File: config.mk
export PLATFORM = sky130hd
export DESIGN_NAME = dual_timer_counter
export DESIGN_NICKNAME = d
export VERILOG_FILES = /design/src/core/timer_pkg.sv /design/src/core/dual_timer_counter.sv /design/src/core/mc_tick_gen.sv /design/src/core/pin_sampler.sv
export SDC_FILE = /design/constraint.sdc
export NUM_CORES = 1
export LEC_CHECK = 0
export BUFFER_PORTS_ARGS = -buffer_cell sky130_fd_sc_hd__buf_4
export CORE_MARGIN = 2
export CORE_UTILIZATION = 35
export CTS_BUF_LIST = sky130_fd_sc_hd__clkbuf_4 sky130_fd_sc_hd__clkbuf_8
export CTS_CLUSTER_SIZE = 8
export DETAILED_ROUTE_END_ITERATION = 10
export PLACE_DENSITY = 0.51
export SLEW_MARGIN = 25
export SYNTH_ARGS = -nofsm -noshare
export SYNTH_HDL_FRONTEND = slang
export SYNTH_SLANG_ARGS = --single-unit
File: constraint.sdc
create_clock -name aclk -period 4.1 [get_ports aclk]
set_input_delay 0.82 -clock aclk [delete_from_list [all_inputs] [get_ports aclk]]
set_output_delay 0.82 -clock aclk [all_outputs]
set_load 0.05 [all_outputs]
File: src/core/timer_pkg.sv
// Shared constants and types for the dual timer/counter block.
// Assumes a single 100 MHz core clock and a 32-bit AXI4-Lite register bus.
package timer_pkg;

  // Core clock period and machine cycle length
  localparam int CLK_PERIOD_NS = 10;
  localparam int CLKS_PER_MC = 12;

  // Register byte addresses
  localparam logic [7:0] ADDR_MODE_CONTROL = 8'h00;
  localparam logic [7:0] ADDR_RUN_AND_FLAGS = 8'h04;
  localparam logic [7:0] ADDR_TIMER0_LOW = 8'h08;
  localparam logic [7:0] ADDR_TIMER0_HIGH = 8'h0C;
  localparam logic [7:0] ADDR_TIMER1_LOW = 8'h10;
  localparam logic [7:0] ADDR_TIMER1_HIGH = 8'h14;

  // Mode control fields: upper nibble timer 1, lower nibble timer 0
  localparam int MC_T1_NIBBLE = 4;
  localparam int MC_T0_NIBBLE = 0;
  localparam int MC_GATE = 3;
  localparam int MC_COUNTER_SEL = 2;
  localparam int MC_MODE_HI = 1;
  localparam int MC_MODE_LO = 0;

  // Run and flags fields
  localparam int RF_T1_OVF = 7;
  localparam int RF_T1_RUN = 6;
  localparam int RF_T0_OVF = 5;
  localparam int RF_T0_RUN = 4;
  localparam int RF_IRQ_B_FLAG = 3;
  localparam int RF_IRQ_B_TYPE = 2;
  localparam int RF_IRQ_A_FLAG = 1;
  localparam int RF_IRQ_A_TYPE = 0;

  // Reset values
  localparam logic [7:0] RST_MODE_CONTROL = 8'h00;
  localparam logic [7:0] RST_RUN_AND_FLAGS = 8'h00;
  localparam logic [7:0] RST_COUNT = 8'h00;

  // AXI responses
  localparam logic [1:0] RESP_OKAY = 2'h0;
  localparam logic [1:0] RESP_SLVERR = 2'h2;

  typedef enum logic [1:0] {
    MODE_13BIT = 2'h0,
    MODE_16BIT = 2'h1,
    MODE_RELOAD8 = 2'h2,
    MODE_SPLIT = 2'h3
  } mode_e;

  // One unit's count bytes and the overflow produced by a step
  typedef struct packed {
    logic [7:0] low;
    logic [7:0] high;
    logic ovf;
  } count_s;

endpackage : timer_pkg

File: src/core/dual_timer_counter.sv
// Two 16-bit timer/counters with external-interrupt edge flags, AXI4-Lite registers.
// Assumes all pins are synchronous to aclk; irq_ack_* pulses come from the
// interrupt controller when it vectors to the matching external interrupt.
//
// Behaviour
// - Timer operation counts once per machine cycle of 12 clocks.
// - Counter operation counts each falling edge on the unit's count input.
// - Count edge takes two machine cycles to recognise; max rate clock/24.
// - With pin-qualified run set, count only while irq pin high and run set.
// - Counter-select bit 1 picks counter operation, 0 picks timer operation.
// - Two-bit mode field: 13-bit, 16-bit, 8-bit reload, split.
// - Mode 00 counts 13 bits; low byte top three bits held zero.
// - Mode 10 counts low byte; on overflow reloads it from high byte.
// - Timer 1 in mode 11 stops and holds its count.
// - Timer 0 in mode 11 acts as two independent 8-bit units.
// - Split high byte runs on timer 1 run bit, sets timer 1 overflow.
// - Overflow sets the unit's overflow flag; software clears it.
// - Clearing a unit's run bit stops it.
// - Falling edge on irq pin sets edge flag; interrupt service clears it.
// - Type bit picks falling edge or low level as interrupt request.
// - In level mode the flag follows the inverted pin level, set while the pin is low.
//
// Added by the designer: the placing of the registers and register access over AXI4-Lite.
`timescale 1ns/1ps
`default_nettype none
module dual_timer_counter #(
  parameter int ADDR_W = 8
) (
  input wire logic aclk,
  input wire logic aresetn,
  input wire logic [ADDR_W-1:0] s_axi_awaddr,
  input wire logic s_axi_awvalid,
  output logic s_axi_awready,
  input wire logic [31:0] s_axi_wdata,
  input wire logic [3:0] s_axi_wstrb,
  input wire logic s_axi_wvalid,
  output logic s_axi_wready,
  output logic [1:0] s_axi_bresp,
  output logic s_axi_bvalid,
  input wire logic s_axi_bready,
  input wire logic [ADDR_W-1:0] s_axi_araddr,
  input wire logic s_axi_arvalid,
  output logic s_axi_arready,
  output logic [31:0] s_axi_rdata,
  output logic [1:0] s_axi_rresp,
  output logic s_axi_rvalid,
  input wire logic s_axi_rready,
  input wire logic count_input_a,
  input wire logic count_input_b,
  input wire logic ext_irq_pin_a,
  input wire logic ext_irq_pin_b,
  input wire logic irq_ack_a,
  input wire logic irq_ack_b,
  output logic timer0_overflow_flag,
  output logic timer1_overflow_flag,
  output logic ext_irq_a_flag,
  output logic ext_irq_b_flag
);

  logic tick;
  logic [3:0] pin_level;
  logic [3:0] pin_fall;
  logic [7:0] mode_q;
  logic [7:0] flags_q;
  logic [7:0] t0_low_q;
  logic [7:0] t0_high_q;
  logic [7:0] t1_low_q;
  logic [7:0] t1_high_q;
  logic wr_fire;
  logic rd_fire;
  logic wr_ok;
  logic [7:0] wr_byte;
  logic [7:0] rd_val;
  logic rd_ok;
  timer_pkg::count_s step0;
  timer_pkg::count_s step1;
  logic [3:0] cfg0;
  logic [3:0] cfg1;
  logic en0;
  logic en1;
  logic inc0;
  logic inc1;
  logic split0;
  logic inc0_high;
  logic [8:0] split_high;
  logic set_t0_ovf;
  logic set_t1_ovf;

  mc_tick_gen #(
    .PERIOD(timer_pkg::CLKS_PER_MC)
  ) u_tick (
    .aclk(aclk),
    .aresetn(aresetn),
    .tick(tick)
  );

  // Pin order: count a, count b, irq a, irq b
  logic [3:0] pins;
  assign pins = {ext_irq_pin_b, ext_irq_pin_a, count_input_b, count_input_a};

  for (genvar i = 0; i < 4; i++)
  begin : g_pin
    pin_sampler u_samp (
      .aclk(aclk),
      .aresetn(aresetn),
      .tick(tick),
      .pin(pins[i]),
      .level(pin_level[i]),
      .fall(pin_fall[i])
    );
  end

  // One counting step of a unit for its mode
  function automatic timer_pkg::count_s count_step(
    input timer_pkg::mode_e mode,
    input logic [7:0] low,
    input logic [7:0] high,
    input logic inc
  );
    timer_pkg::count_s r;
    logic [13:0] s13;
    logic [16:0] s16;
    r.low = low;
    r.high = high;
    r.ovf = 1'b0;
    s13 = {1'b0, high, low[4:0]} + 14'h0001;
    s16 = {1'b0, high, low} + 17'h00001;
    unique case (mode)
      timer_pkg::MODE_13BIT:
      begin
        r.low = {3'h0, low[4:0]};
        if (inc)
        begin
          r.low = {3'h0, s13[4:0]};
          r.high = s13[12:5];
          r.ovf = s13[13];
        end
      end
      timer_pkg::MODE_16BIT:
      begin
        if (inc)
        begin
          r.low = s16[7:0];
          r.high = s16[15:8];
          r.ovf = s16[16];
        end
      end
      timer_pkg::MODE_RELOAD8:
      begin
        if (inc)
        begin
          r.ovf = (low == 8'hFF);
          r.low = r.ovf ? high : low + 8'h01;
        end
      end
      timer_pkg::MODE_SPLIT:
      begin
        if (inc)
        begin
          r.ovf = (low == 8'hFF);
          r.low = low + 8'h01;
        end
      end
    endcase
    return r;
  endfunction : count_step

  assign cfg1 = mode_q[timer_pkg::MC_T1_NIBBLE +: 4];
  assign cfg0 = mode_q[timer_pkg::MC_T0_NIBBLE +: 4];

  // Run bit gates counting; gate bit adds the irq pin level
  assign en0 = flags_q[timer_pkg::RF_T0_RUN]
    & (~cfg0[timer_pkg::MC_GATE] | pin_level[2]);
  assign en1 = flags_q[timer_pkg::RF_T1_RUN]
    & (~cfg1[timer_pkg::MC_GATE] | pin_level[3]);

  assign inc0 = en0 & (cfg0[timer_pkg::MC_COUNTER_SEL] ? pin_fall[0] : tick);
  assign split0 = (timer_pkg::mode_e'(cfg0[1:0]) == timer_pkg::MODE_SPLIT);
  // Timer 1 in split mode holds, so its step gets no increment
  assign inc1 = en1 & (timer_pkg::mode_e'(cfg1[1:0]) != timer_pkg::MODE_SPLIT)
    & (cfg1[timer_pkg::MC_COUNTER_SEL] ? pin_fall[1] : tick);

  assign step0 = count_step(timer_pkg::mode_e'(cfg0[1:0]), t0_low_q, t0_high_q, inc0);
  assign step1 = count_step(timer_pkg::mode_e'(cfg1[1:0]), t1_low_q, t1_high_q, inc1);

  // Split high byte is a plain machine-cycle timer run by timer 1's run bit
  assign inc0_high = split0 & tick & flags_q[timer_pkg::RF_T1_RUN];
  assign split_high = {1'b0, t0_high_q} + 9'h001;

  assign set_t0_ovf = step0.ovf;
  // While timer 0 is split its high byte owns timer 1's flag
  assign set_t1_ovf = split0 ? (inc0_high & split_high[8]) : step1.ovf;

  // Bus decode
  assign wr_fire = s_axi_awready;
  assign rd_fire = s_axi_arready;
  assign wr_byte = s_axi_wdata[7:0];

  always_comb
  begin
    wr_ok = 1'b1;
    unique case (s_axi_awaddr[7:0])
      timer_pkg::ADDR_MODE_CONTROL,
      timer_pkg::ADDR_RUN_AND_FLAGS,
      timer_pkg::ADDR_TIMER0_LOW,
      timer_pkg::ADDR_TIMER0_HIGH,
      timer_pkg::ADDR_TIMER1_LOW,
      timer_pkg::ADDR_TIMER1_HIGH: wr_ok = 1'b1;
      default: wr_ok = 1'b0;
    endcase
  end

  always_comb
  begin
    rd_val = 8'h00;
    rd_ok = 1'b1;
    unique case (s_axi_araddr[7:0])
      timer_pkg::ADDR_MODE_CONTROL: rd_val = mode_q;
      timer_pkg::ADDR_RUN_AND_FLAGS: rd_val = flags_q;
      timer_pkg::ADDR_TIMER0_LOW: rd_val = t0_low_q;
      timer_pkg::ADDR_TIMER0_HIGH: rd_val = t0_high_q;
      timer_pkg::ADDR_TIMER1_LOW: rd_val = t1_low_q;
      timer_pkg::ADDR_TIMER1_HIGH: rd_val = t1_high_q;
      default: rd_ok = 1'b0;
    endcase
  end

  function automatic logic wr_hit(input logic [7:0] addr);
    return wr_fire & s_axi_wstrb[0] & (s_axi_awaddr[7:0] == addr);
  endfunction : wr_hit

  // Write channel: waits for address and data together, one write at a time
  always_ff @(posedge aclk)
  begin
    if (!aresetn)
    begin
      s_axi_awready <= 1'b0;
      s_axi_wready <= 1'b0;
      s_axi_bvalid <= 1'b0;
      s_axi_bresp <= timer_pkg::RESP_OKAY;
    end
    else
    begin
      s_axi_awready <= s_axi_awvalid & s_axi_wvalid & ~s_axi_awready & ~s_axi_bvalid;
      s_axi_wready <= s_axi_awvalid & s_axi_wvalid & ~s_axi_awready & ~s_axi_bvalid;
      if (wr_fire)
      begin
        s_axi_bvalid <= 1'b1;
        s_axi_bresp <= wr_ok ? timer_pkg::RESP_OKAY : timer_pkg::RESP_SLVERR;
      end
      else if (s_axi_bready)
        s_axi_bvalid <= 1'b0;
    end
  end

  // Read channel
  always_ff @(posedge aclk)
  begin
    if (!aresetn)
    begin
      s_axi_arready <= 1'b0;
      s_axi_rvalid <= 1'b0;
      s_axi_rdata <= 32'h00000000;
      s_axi_rresp <= timer_pkg::RESP_OKAY;
    end
    else
    begin
      s_axi_arready <= s_axi_arvalid & ~s_axi_arready & ~s_axi_rvalid;
      if (rd_fire)
      begin
        s_axi_rvalid <= 1'b1;
        s_axi_rdata <= {24'h000000, rd_val};
        s_axi_rresp <= rd_ok ? timer_pkg::RESP_OKAY : timer_pkg::RESP_SLVERR;
      end
      else if (s_axi_rready)
        s_axi_rvalid <= 1'b0;
    end
  end

  always_ff @(posedge aclk)
  begin
    if (!aresetn)
      mode_q <= timer_pkg::RST_MODE_CONTROL;
    else if (wr_hit(timer_pkg::ADDR_MODE_CONTROL))
      mode_q <= wr_byte;
  end

  // Count bytes: a software write to a byte wins over counting of that byte
  always_ff @(posedge aclk)
  begin
    if (!aresetn)
    begin
      t0_low_q <= timer_pkg::RST_COUNT;
      t0_high_q <= timer_pkg::RST_COUNT;
      t1_low_q <= timer_pkg::RST_COUNT;
      t1_high_q <= timer_pkg::RST_COUNT;
    end
    else
    begin
      t0_low_q <= wr_hit(timer_pkg::ADDR_TIMER0_LOW) ? wr_byte : step0.low;
      if (wr_hit(timer_pkg::ADDR_TIMER0_HIGH))
        t0_high_q <= wr_byte;
      else if (split0)
        t0_high_q <= inc0_high ? split_high[7:0] : t0_high_q;
      else
        t0_high_q <= step0.high;
      t1_low_q <= wr_hit(timer_pkg::ADDR_TIMER1_LOW) ? wr_byte : step1.low;
      t1_high_q <= wr_hit(timer_pkg::ADDR_TIMER1_HIGH) ? wr_byte : step1.high;
    end
  end

  // Sticky flags: hardware set wins over a software or acknowledge clear
  logic wr_flags;
  assign wr_flags = wr_hit(timer_pkg::ADDR_RUN_AND_FLAGS);

  function automatic logic sticky(
    input logic cur,
    input logic set,
    input logic clr,
    input logic wr,
    input logic wv
  );
    if (set)
      return 1'b1;
    if (wr)
      return wv;
    return cur & ~clr;
  endfunction : sticky

  always_ff @(posedge aclk)
  begin
    if (!aresetn)
      flags_q <= timer_pkg::RST_RUN_AND_FLAGS;
    else
    begin
      flags_q[timer_pkg::RF_T1_OVF] <= sticky(flags_q[timer_pkg::RF_T1_OVF], set_t1_ovf,
        1'b0, wr_flags, wr_byte[timer_pkg::RF_T1_OVF]);
      flags_q[timer_pkg::RF_T0_OVF] <= sticky(flags_q[timer_pkg::RF_T0_OVF], set_t0_ovf,
        1'b0, wr_flags, wr_byte[timer_pkg::RF_T0_OVF]);
      if (wr_flags)
      begin
        flags_q[timer_pkg::RF_T1_RUN] <= wr_byte[timer_pkg::RF_T1_RUN];
        flags_q[timer_pkg::RF_T0_RUN] <= wr_byte[timer_pkg::RF_T0_RUN];
        flags_q[timer_pkg::RF_IRQ_B_TYPE] <= wr_byte[timer_pkg::RF_IRQ_B_TYPE];
        flags_q[timer_pkg::RF_IRQ_A_TYPE] <= wr_byte[timer_pkg::RF_IRQ_A_TYPE];
      end
      // Type 1 latches falling edges, type 0 mirrors a low pin
      if (flags_q[timer_pkg::RF_IRQ_B_TYPE])
        flags_q[timer_pkg::RF_IRQ_B_FLAG] <= sticky(flags_q[timer_pkg::RF_IRQ_B_FLAG],
          pin_fall[3], irq_ack_b, wr_flags, wr_byte[timer_pkg::RF_IRQ_B_FLAG]);
      else
        flags_q[timer_pkg::RF_IRQ_B_FLAG] <= ~pin_level[3];
      if (flags_q[timer_pkg::RF_IRQ_A_TYPE])
        flags_q[timer_pkg::RF_IRQ_A_FLAG] <= sticky(flags_q[timer_pkg::RF_IRQ_A_FLAG],
          pin_fall[2], irq_ack_a, wr_flags, wr_byte[timer_pkg::RF_IRQ_A_FLAG]);
      else
        flags_q[timer_pkg::RF_IRQ_A_FLAG] <= ~pin_level[2];
    end
  end

  // Flag outputs mirror the register one cycle later so they leave a flip-flop
  always_ff @(posedge aclk)
  begin
    if (!aresetn)
    begin
      timer0_overflow_flag <= 1'b0;
      timer1_overflow_flag <= 1'b0;
      ext_irq_a_flag <= 1'b0;
      ext_irq_b_flag <= 1'b0;
    end
    else
    begin
      timer0_overflow_flag <= flags_q[timer_pkg::RF_T0_OVF];
      timer1_overflow_flag <= flags_q[timer_pkg::RF_T1_OVF];
      ext_irq_a_flag <= flags_q[timer_pkg::RF_IRQ_A_FLAG];
      ext_irq_b_flag <= flags_q[timer_pkg::RF_IRQ_B_FLAG];
    end
  end

endmodule : dual_timer_counter
`default_nettype wire

File: src/core/mc_tick_gen.sv
// Machine cycle tick: one pulse every CLKS_PER_MC core clocks.
// Assumes a free-running core clock and a synchronous active-low reset.
`timescale 1ns/1ps
`default_nettype none
module mc_tick_gen #(
  parameter int PERIOD = timer_pkg::CLKS_PER_MC
) (
  input wire logic aclk,
  input wire logic aresetn,
  output logic tick
);
  logic [$clog2(PERIOD)-1:0] cnt_q;

  always_ff @(posedge aclk)
  begin
    if (!aresetn)
    begin
      cnt_q <= '0;
      tick <= 1'b0;
    end
    else
    begin
      tick <= (cnt_q == $clog2(PERIOD)'(PERIOD - 1));
      if (cnt_q == $clog2(PERIOD)'(PERIOD - 1))
        cnt_q <= '0;
      else
        cnt_q <= cnt_q + 1'b1;
    end
  end
endmodule : mc_tick_gen
`default_nettype wire

File: src/core/pin_sampler.sv
// Samples one input pin once per machine cycle and reports falling edges.
// Assumes the pin is synchronous to the core clock.
`timescale 1ns/1ps
`default_nettype none
module pin_sampler (
  input wire logic aclk,
  input wire logic aresetn,
  input wire logic tick,
  input wire logic pin,
  output logic level,
  output logic fall
);
  logic cur_q;
  logic prev_q;

  // A low seen at one tick is reported at the next, two machine cycles in all
  always_ff @(posedge aclk)
  begin
    if (!aresetn)
    begin
      cur_q <= 1'b1;
      prev_q <= 1'b1;
    end
    else if (tick)
    begin
      cur_q <= pin;
      prev_q <= cur_q;
    end
  end

  assign level = cur_q;
  assign fall = tick & prev_q & ~cur_q;
endmodule : pin_sampler
`default_nettype wire

# --- Word-level counts from Yosys, hierarchy flattened ---
# Cells that the tools add are included.
word_totals:
  ff_bits: 81
  latchBits: 0
  ramBits: 0
  romBits: 0
  input_bits: 65
  output_inout_bits: 45
  memories: 0
op_classes:
  add_sub_neg: 8
  multipliers: 0
  div: 0
  magnitude_cmp: 0
  n_eq_ne: 33
  shift: 0
  mux: 75
  bitwise: 45
  reduce_logical: 21
op_table:
  columns: ["op", "n"]
  rows:
  - ["8-bit 2-to-1 mux", 12]
  - ["8-bit case mux with 4 select lines", 2]
  - ["1-bit 2-to-1 mux", 50]
  - ["8-bit case mux with 6 select lines", 1]
  - ["16-bit by 1-bit adder with 17-bit output (second input constant)", 2]
  - ["17-bit 2-to-1 mux", 2]
  - ["8-bit by 4-bit equality test with 1-bit output (second input constant)", 4]
  - ["8-bit by 5-bit equality test with 1-bit output (second input constant)", 4]
  - ["8-bit case mux with 2 select lines", 2]
  - ["1-bit AND", 30]
  - ["13-bit by 1-bit adder with 14-bit output (second input constant)", 2]
  - ["14-bit 2-to-1 mux", 2]
  - ["3-bit inequality test (second input constant)", 9]
  - ["8-bit by 1-bit adder with 8-bit output (second input constant)", 2]
  - ["8-bit by 3-bit equality test with 1-bit output (second input constant)", 2]
  - ["8-bit equality test (second input constant)", 2]
  - ["8-bit zero test", 2]
  - ["1-bit inverter", 13]
  - ["4-bit AND reduction", 3]
  - ["6-bit OR reduction", 2]
  - ["8-bit by 1-bit adder with 9-bit output (second input constant)", 1]
  - ["3-bit AND reduction", 3]
  - ["2-bit equality test (second input constant)", 4]
  - ["4-bit inequality test (second input constant)", 2]
  - ["14 further kinds", 24]

# --- Longest topological paths before layout ---
logic_depth:
  word_depth: 14
  mapped_depth: 8
  mapped_depth_nobuf: 7

# --- By module ---
# Synthesis repeated with hierarchy kept, for this count alone.
unflattened:
  hier_cells: 615
  hier_area_um2: 5043.6
modules_own_cells:
  columns: ["module", "n_inst", "cells_each", "area_per_inst_um2", "seq_area_each_um2"]
  rows:
  - ["dual_timer_counter", 1, 568, 4545.6, 1321.3]
  - ["pin_sampler", 4, 7, 77.6, 40.0]
  - ["mc_tick_gen", 1, 19, 187.7, 100.1]

# --- Worst setup path before layout ---
# OpenSTA, ideal clock, no wires.
synth_timing:
  path_type: "input -> register"
  start: "input s_axi_awaddr[5]"
  end: "register t0_low_q[4]"
  setup_ns: 0.079
  arrival_ns: 2.632
  path_slack_ns: 1.389
  cell_stages: 7
  path_cell_list: "or3_1 > clkbuf_1 > or3_1 > buf_6 > a31o_4 > or4_1 > o211ai_1"
synth_via:
  elab_chain_cells: 4
synth_rtl:
  columns: ["element", "line", "source"]
  rows:
  - ["start, declared", "dual_timer_counter.sv:31", "input wire logic [ADDR_W-1:0] s_axi_awaddr,"]
  - ["8-bit by 4-bit equality test with 1-bit output (*)", "dual_timer_counter.sv:229", "return wr_fire & s_axi_wstrb[0] & (s_axi_awaddr[7:0] == addr);"]
  - ["1-bit AND (*)", "dual_timer_counter.sv:229", null]
  - ["3-bit inequality test (no source line) or 3-bit by 2-bit inequality test with 1-bit output (tied branches)", null, null]
  - ["4-bit AND reduction (no source line)", null, null]
  - ["end signal, assigned", "dual_timer_counter.sv:293", "t0_low_q <= timer_pkg::RST_COUNT;"]
  - ["end signal, assigned", "dual_timer_counter.sv:300", "t0_low_q <= wr_hit(timer_pkg::ADDR_TIMER0_LOW) ? wr_byte : step0.low;"]
  - ["end, declared", "dual_timer_counter.sv:65", "logic [7:0] t0_low_q;"]
# Every way passes the cells marked *; elsewhere a longest branch is shown, timed or not.
# A chain may end at the register's enable or synchronous reset.

# --- Worst setup path in the final report ---
layout_timing:
  start: "input s_axi_awaddr[1]"
  end: "register t0_high_q[2]"
layout_via:
  elab_chain_cells: 4
layout_rtl:
  columns: ["element", "line", "source"]
  rows:
  - ["8-bit by 4-bit equality test with 1-bit output (*)", "dual_timer_counter.sv:229", null]
  - ["1-bit AND (*)", "dual_timer_counter.sv:229", null]
  - ["4-bit inequality test (no source line), or another cell as far along", null, null]
  - ["4-bit AND reduction (no source line)", null, null]
  - ["end signal, assigned", "dual_timer_counter.sv:294", "t0_high_q <= timer_pkg::RST_COUNT;"]
  - ["end signal, assigned", "dual_timer_counter.sv:302", "t0_high_q <= wr_byte;"]
  - ["end signal, assigned", "dual_timer_counter.sv:304", "t0_high_q <= inc0_high ? split_high[7:0] : t0_high_q;"]
  - ["end, declared", "dual_timer_counter.sv:66", "logic [7:0] t0_high_q;"]
# Marked as above.

==> impl_metrics.toml <==
[layout]
drive_above_1_share_pct = 14.8
antenna_cells_inserted = 0
fin_nets = 752
layout_area_growth_over_synthesis_pct = 13.0
finalCoreUtilization_pct = 40.1

[pwr]
power_frac_seq_pct = 46.6
static-leakage-power_nw = 2.02
combinationalPowerShare_pct = 11.5
vdd.ir_drop.worst_mv = 0.293
internal-power_mw = 1.19
power-per-cell-area_nw_per_um2 = 292
netSwitchingFraction_pct = 29.8
p_switching_uw = 505
clkPwrFrac_pct = 41.9

[clock_network]
clock_sink_count = 79
cts-buffers-inserted = 9
cts_repair_resize_count = 0
clk_transition_reported_paths_ns = 0.10
clock_path_buffers = 2
post_cts_buffers = 0
cts_hold_buffers = 0
clock_tree_from_tritoncts = "done"
ctsRootBufferMaster = "sky130_fd_sc_hd__clkbuf_8"
clock_latency_ns = 0.39
clock_tree.htree_level_count = 3

[timing]
slew-limit-headroom_pct = 40.2
number_of_setup_violations_in_the_final_report = 0
fin_crit_sh_pct = 65.1
rsz0062_at_grt = "false"
peak_freq_mhz = 375
finalHoldViolations = 0
setup_tns_ns = 0
timing_worst_slew_pin_value_ns = 0.895
final.setup_skew_ns = 0.0106
period_minus_slack_ns = 2.67
slew_violations = 0

[floorplanning]
floorplan.core_area_sq_um = 14400
dieWidth_um = 125
pin_count = 110
design.die.area_sq_um = 15600
initial_utilization_pct = 35.5
fp.dieH_um = 125
floorplan.rows = 44

[global_route]
antenna_found_initial = 0
met3_usage_pct = 4.41
grt_max_degree = 54
fraction_of_met2_tracks_used_by_global_routing_pct = 33.4
grtUsageTotal_pct = 20.9
via_count_of_the_first_global_routing_pass = 4626
grt_first_pass_wirelength_um = 25800
gr-max-usage-layer = "met2"
grt.overflow.total = 0
grt_util_met1_pct = 28.2

[synth]
seq_area_frac_synth_pct = 30.9
synth_async_sr_flop_share_pct = 0
synthTopCellsByArea = "sky130_fd_sc_hd__dfxtp_1 31%, sky130_fd_sc_hd__mux2i_1 7.4%, sky130_fd_sc_hd__a21oi_1 4.5%"
yosys.cell_types.count = 69
syn-mean-instance-area_sq_um = 7.93
ys.flop_type = "sky130_fd_sc_hd__dfxtp_1"
synth-seq-cells = 79
post-synth-top-area-fraction_pct = 30.9
syn_inst = 646
synth_edf_count = 0
yosysMostFrequentCell = "sky130_fd_sc_hd__dfxtp_1"
yosys-top-cells-count = "79 x sky130_fd_sc_hd__dfxtp_1, 56 x sky130_fd_sc_hd__nor2_1, 50 x sky130_fd_sc_hd__nand2_1"
synthDominantAreaCellType = "sky130_fd_sc_hd__dfxtp_1"
ys.warnings.count = 0
synth_area_sq_um = 5120

[route]
route.detailed.drc = 0
finalWirelength_um = 16800
antenna_violating_nets_post_route = 0
drtPass1Iterations = 5
detailedRoute.firstIterationViolations = 556
route.vias.total = 5144
routedWlPerCell_um = 19.4
via_per_inst = 5.93

[setup_path]
crit_path_max_fanout = 6
critPathRequiredTime_ns = 4.39
setup.worst_path.class = "input port to register"
crit_chain = "buf_4 -> or4b_2 -> nor3_1 -> a2111oi_0 -> a31o_2 -> a41o_1"
crit_slowest_cell = "sky130_fd_sc_hd__or4b_2"
worstSetupStartpointType = "input port"
maximum_single_stage_delay_on_the_critical_path_ns = 0.72
timing.critical_path.arrival_ns = 2.96
endpoint_kind = "register"
reg2regPathDepth = 6

[worst_hold_path]
hold-path-cell-count = 1
min-delay-path-class = "register to register"

[placement]
hpwlAfterDp_um = 12300
finalWeightedCongestion = 0.916
numPortBuffers = 56

[status]
run_status = "completed"

[flow_run]
max_cap_viol_count = 0
==> cell type report <==
| class | instances | area [sq um] |
|---|---|---|
| repair buffers | 64 | 480 |
| well taps | 184 | 230 |
| fillers | 1531 | 8630 |
| multi-input cells | 508 | 3200 |
| inverters | 16 | 60.1 |
| clock inverters | 7 | 109 |
| clock buffers | 9 | 124 |
| flip-flops and latches | 79 | 1580 |
==> stage by stage <==
step                      power (mW)  worst slack, ns  instance area [sq um]  hold slack, ns  instances
final                           1.69             1.43                   5790           0.446        867
after global routing            1.75             1.36                   5790           0.489        867
after CTS                       1.71             1.44                   5790           0.453        867
after detailed placement       0.999             1.02                   5560           0.438        851
after global placement         0.997             1.08                   5560           0.427        851
after floorplan                0.949             1.39                   5220           0.417        671
==> critical path: cells and delay by family <==
kind            cells  cell delay, ns
compound gates      3            0.65
buf+inv             1            0.13
simple gates        2            1.35
==> cell usage in the layout, fill, tap and decap left out, drive strengths merged, types with 6 or more instances in the layout <==
| cell type | Yosys | final |
|---|---|---|
| nand3 | 21 | 21 |
| a21oi | 46 | 46 |
| buf | 37 | 64 |
| conb | 1 | 26 |
| xor2 | 9 | 9 |
| dfxtp | 79 | 79 |
| and2 | 8 | 8 |
| ha | 9 | 9 |
| nor4 | 18 | 18 |
| clkbuf | 31 | 9 |
| o21ai | 40 | 40 |
| nand4 | 14 | 14 |
| and3 | 7 | 7 |
| or3 | 6 | 6 |
| nand2b | 6 | 6 |
| a22o | 8 | 8 |
| nor2 | 56 | 56 |
| a31oi | 12 | 12 |
| nor3 | 23 | 23 |
| nand2 | 50 | 50 |
| inv | 16 | 21 |
| a21boi | 6 | 6 |
| mux2i | 38 | 38 |
==> logic make-up after synthesis <==
logic type,synth area share (%)
xor+xnor,2.39
buf+inv,8.38
other cells,0.0732
fa+ha+maj,2.20
compound gates,24.5
simple gates,23.5
mux,8.09
flops,30.9
==> layer usage <==
metal	share of wire [%]	vias to the layer above
li1	-	2440
met1	44	2453
met2	47	220
met3	7.2	31
met4	2.6	0
met5	0	-
==> state kept, by name, summed over array words and instances (netlist names), 4 cells and up <==
signal	flops
u_tick.cnt_q	4
s_axi_rdata	8
g_pin.u_samp.prev_q	4
t0_high_q	8
t1_high_q	8
t0_low_q	8
t1_low_q	8
g_pin.u_samp.level	4
flags_q	8
mode_q	8
==> path summary, 6_finish.rpt <==
path / startpoint / end / slack [ns]
max: s_axi_awaddr[1] / t0_high_q[2] / 1.43
min: u_tick.cnt_q[0] / u_tick.cnt_q[0] / 0.45
max reg2reg: mode_q[1] / t0_low_q[4] / 1.50
min reg2reg: u_tick.cnt_q[0] / u_tick.cnt_q[0] / 0.45
==> power by group through the flow <==
stage,Sequential [mW],Combinational (mW),Clock (mW)
global placement,0.805,0.192,0
global route,0.790,0.204,0.755
floorplan,0.830,0.119,0
finish,0.788,0.194,0.709
detailed placement,0.806,0.193,0
CTS,0.788,0.193,0.731
Power figures use the tool's default switching activity.
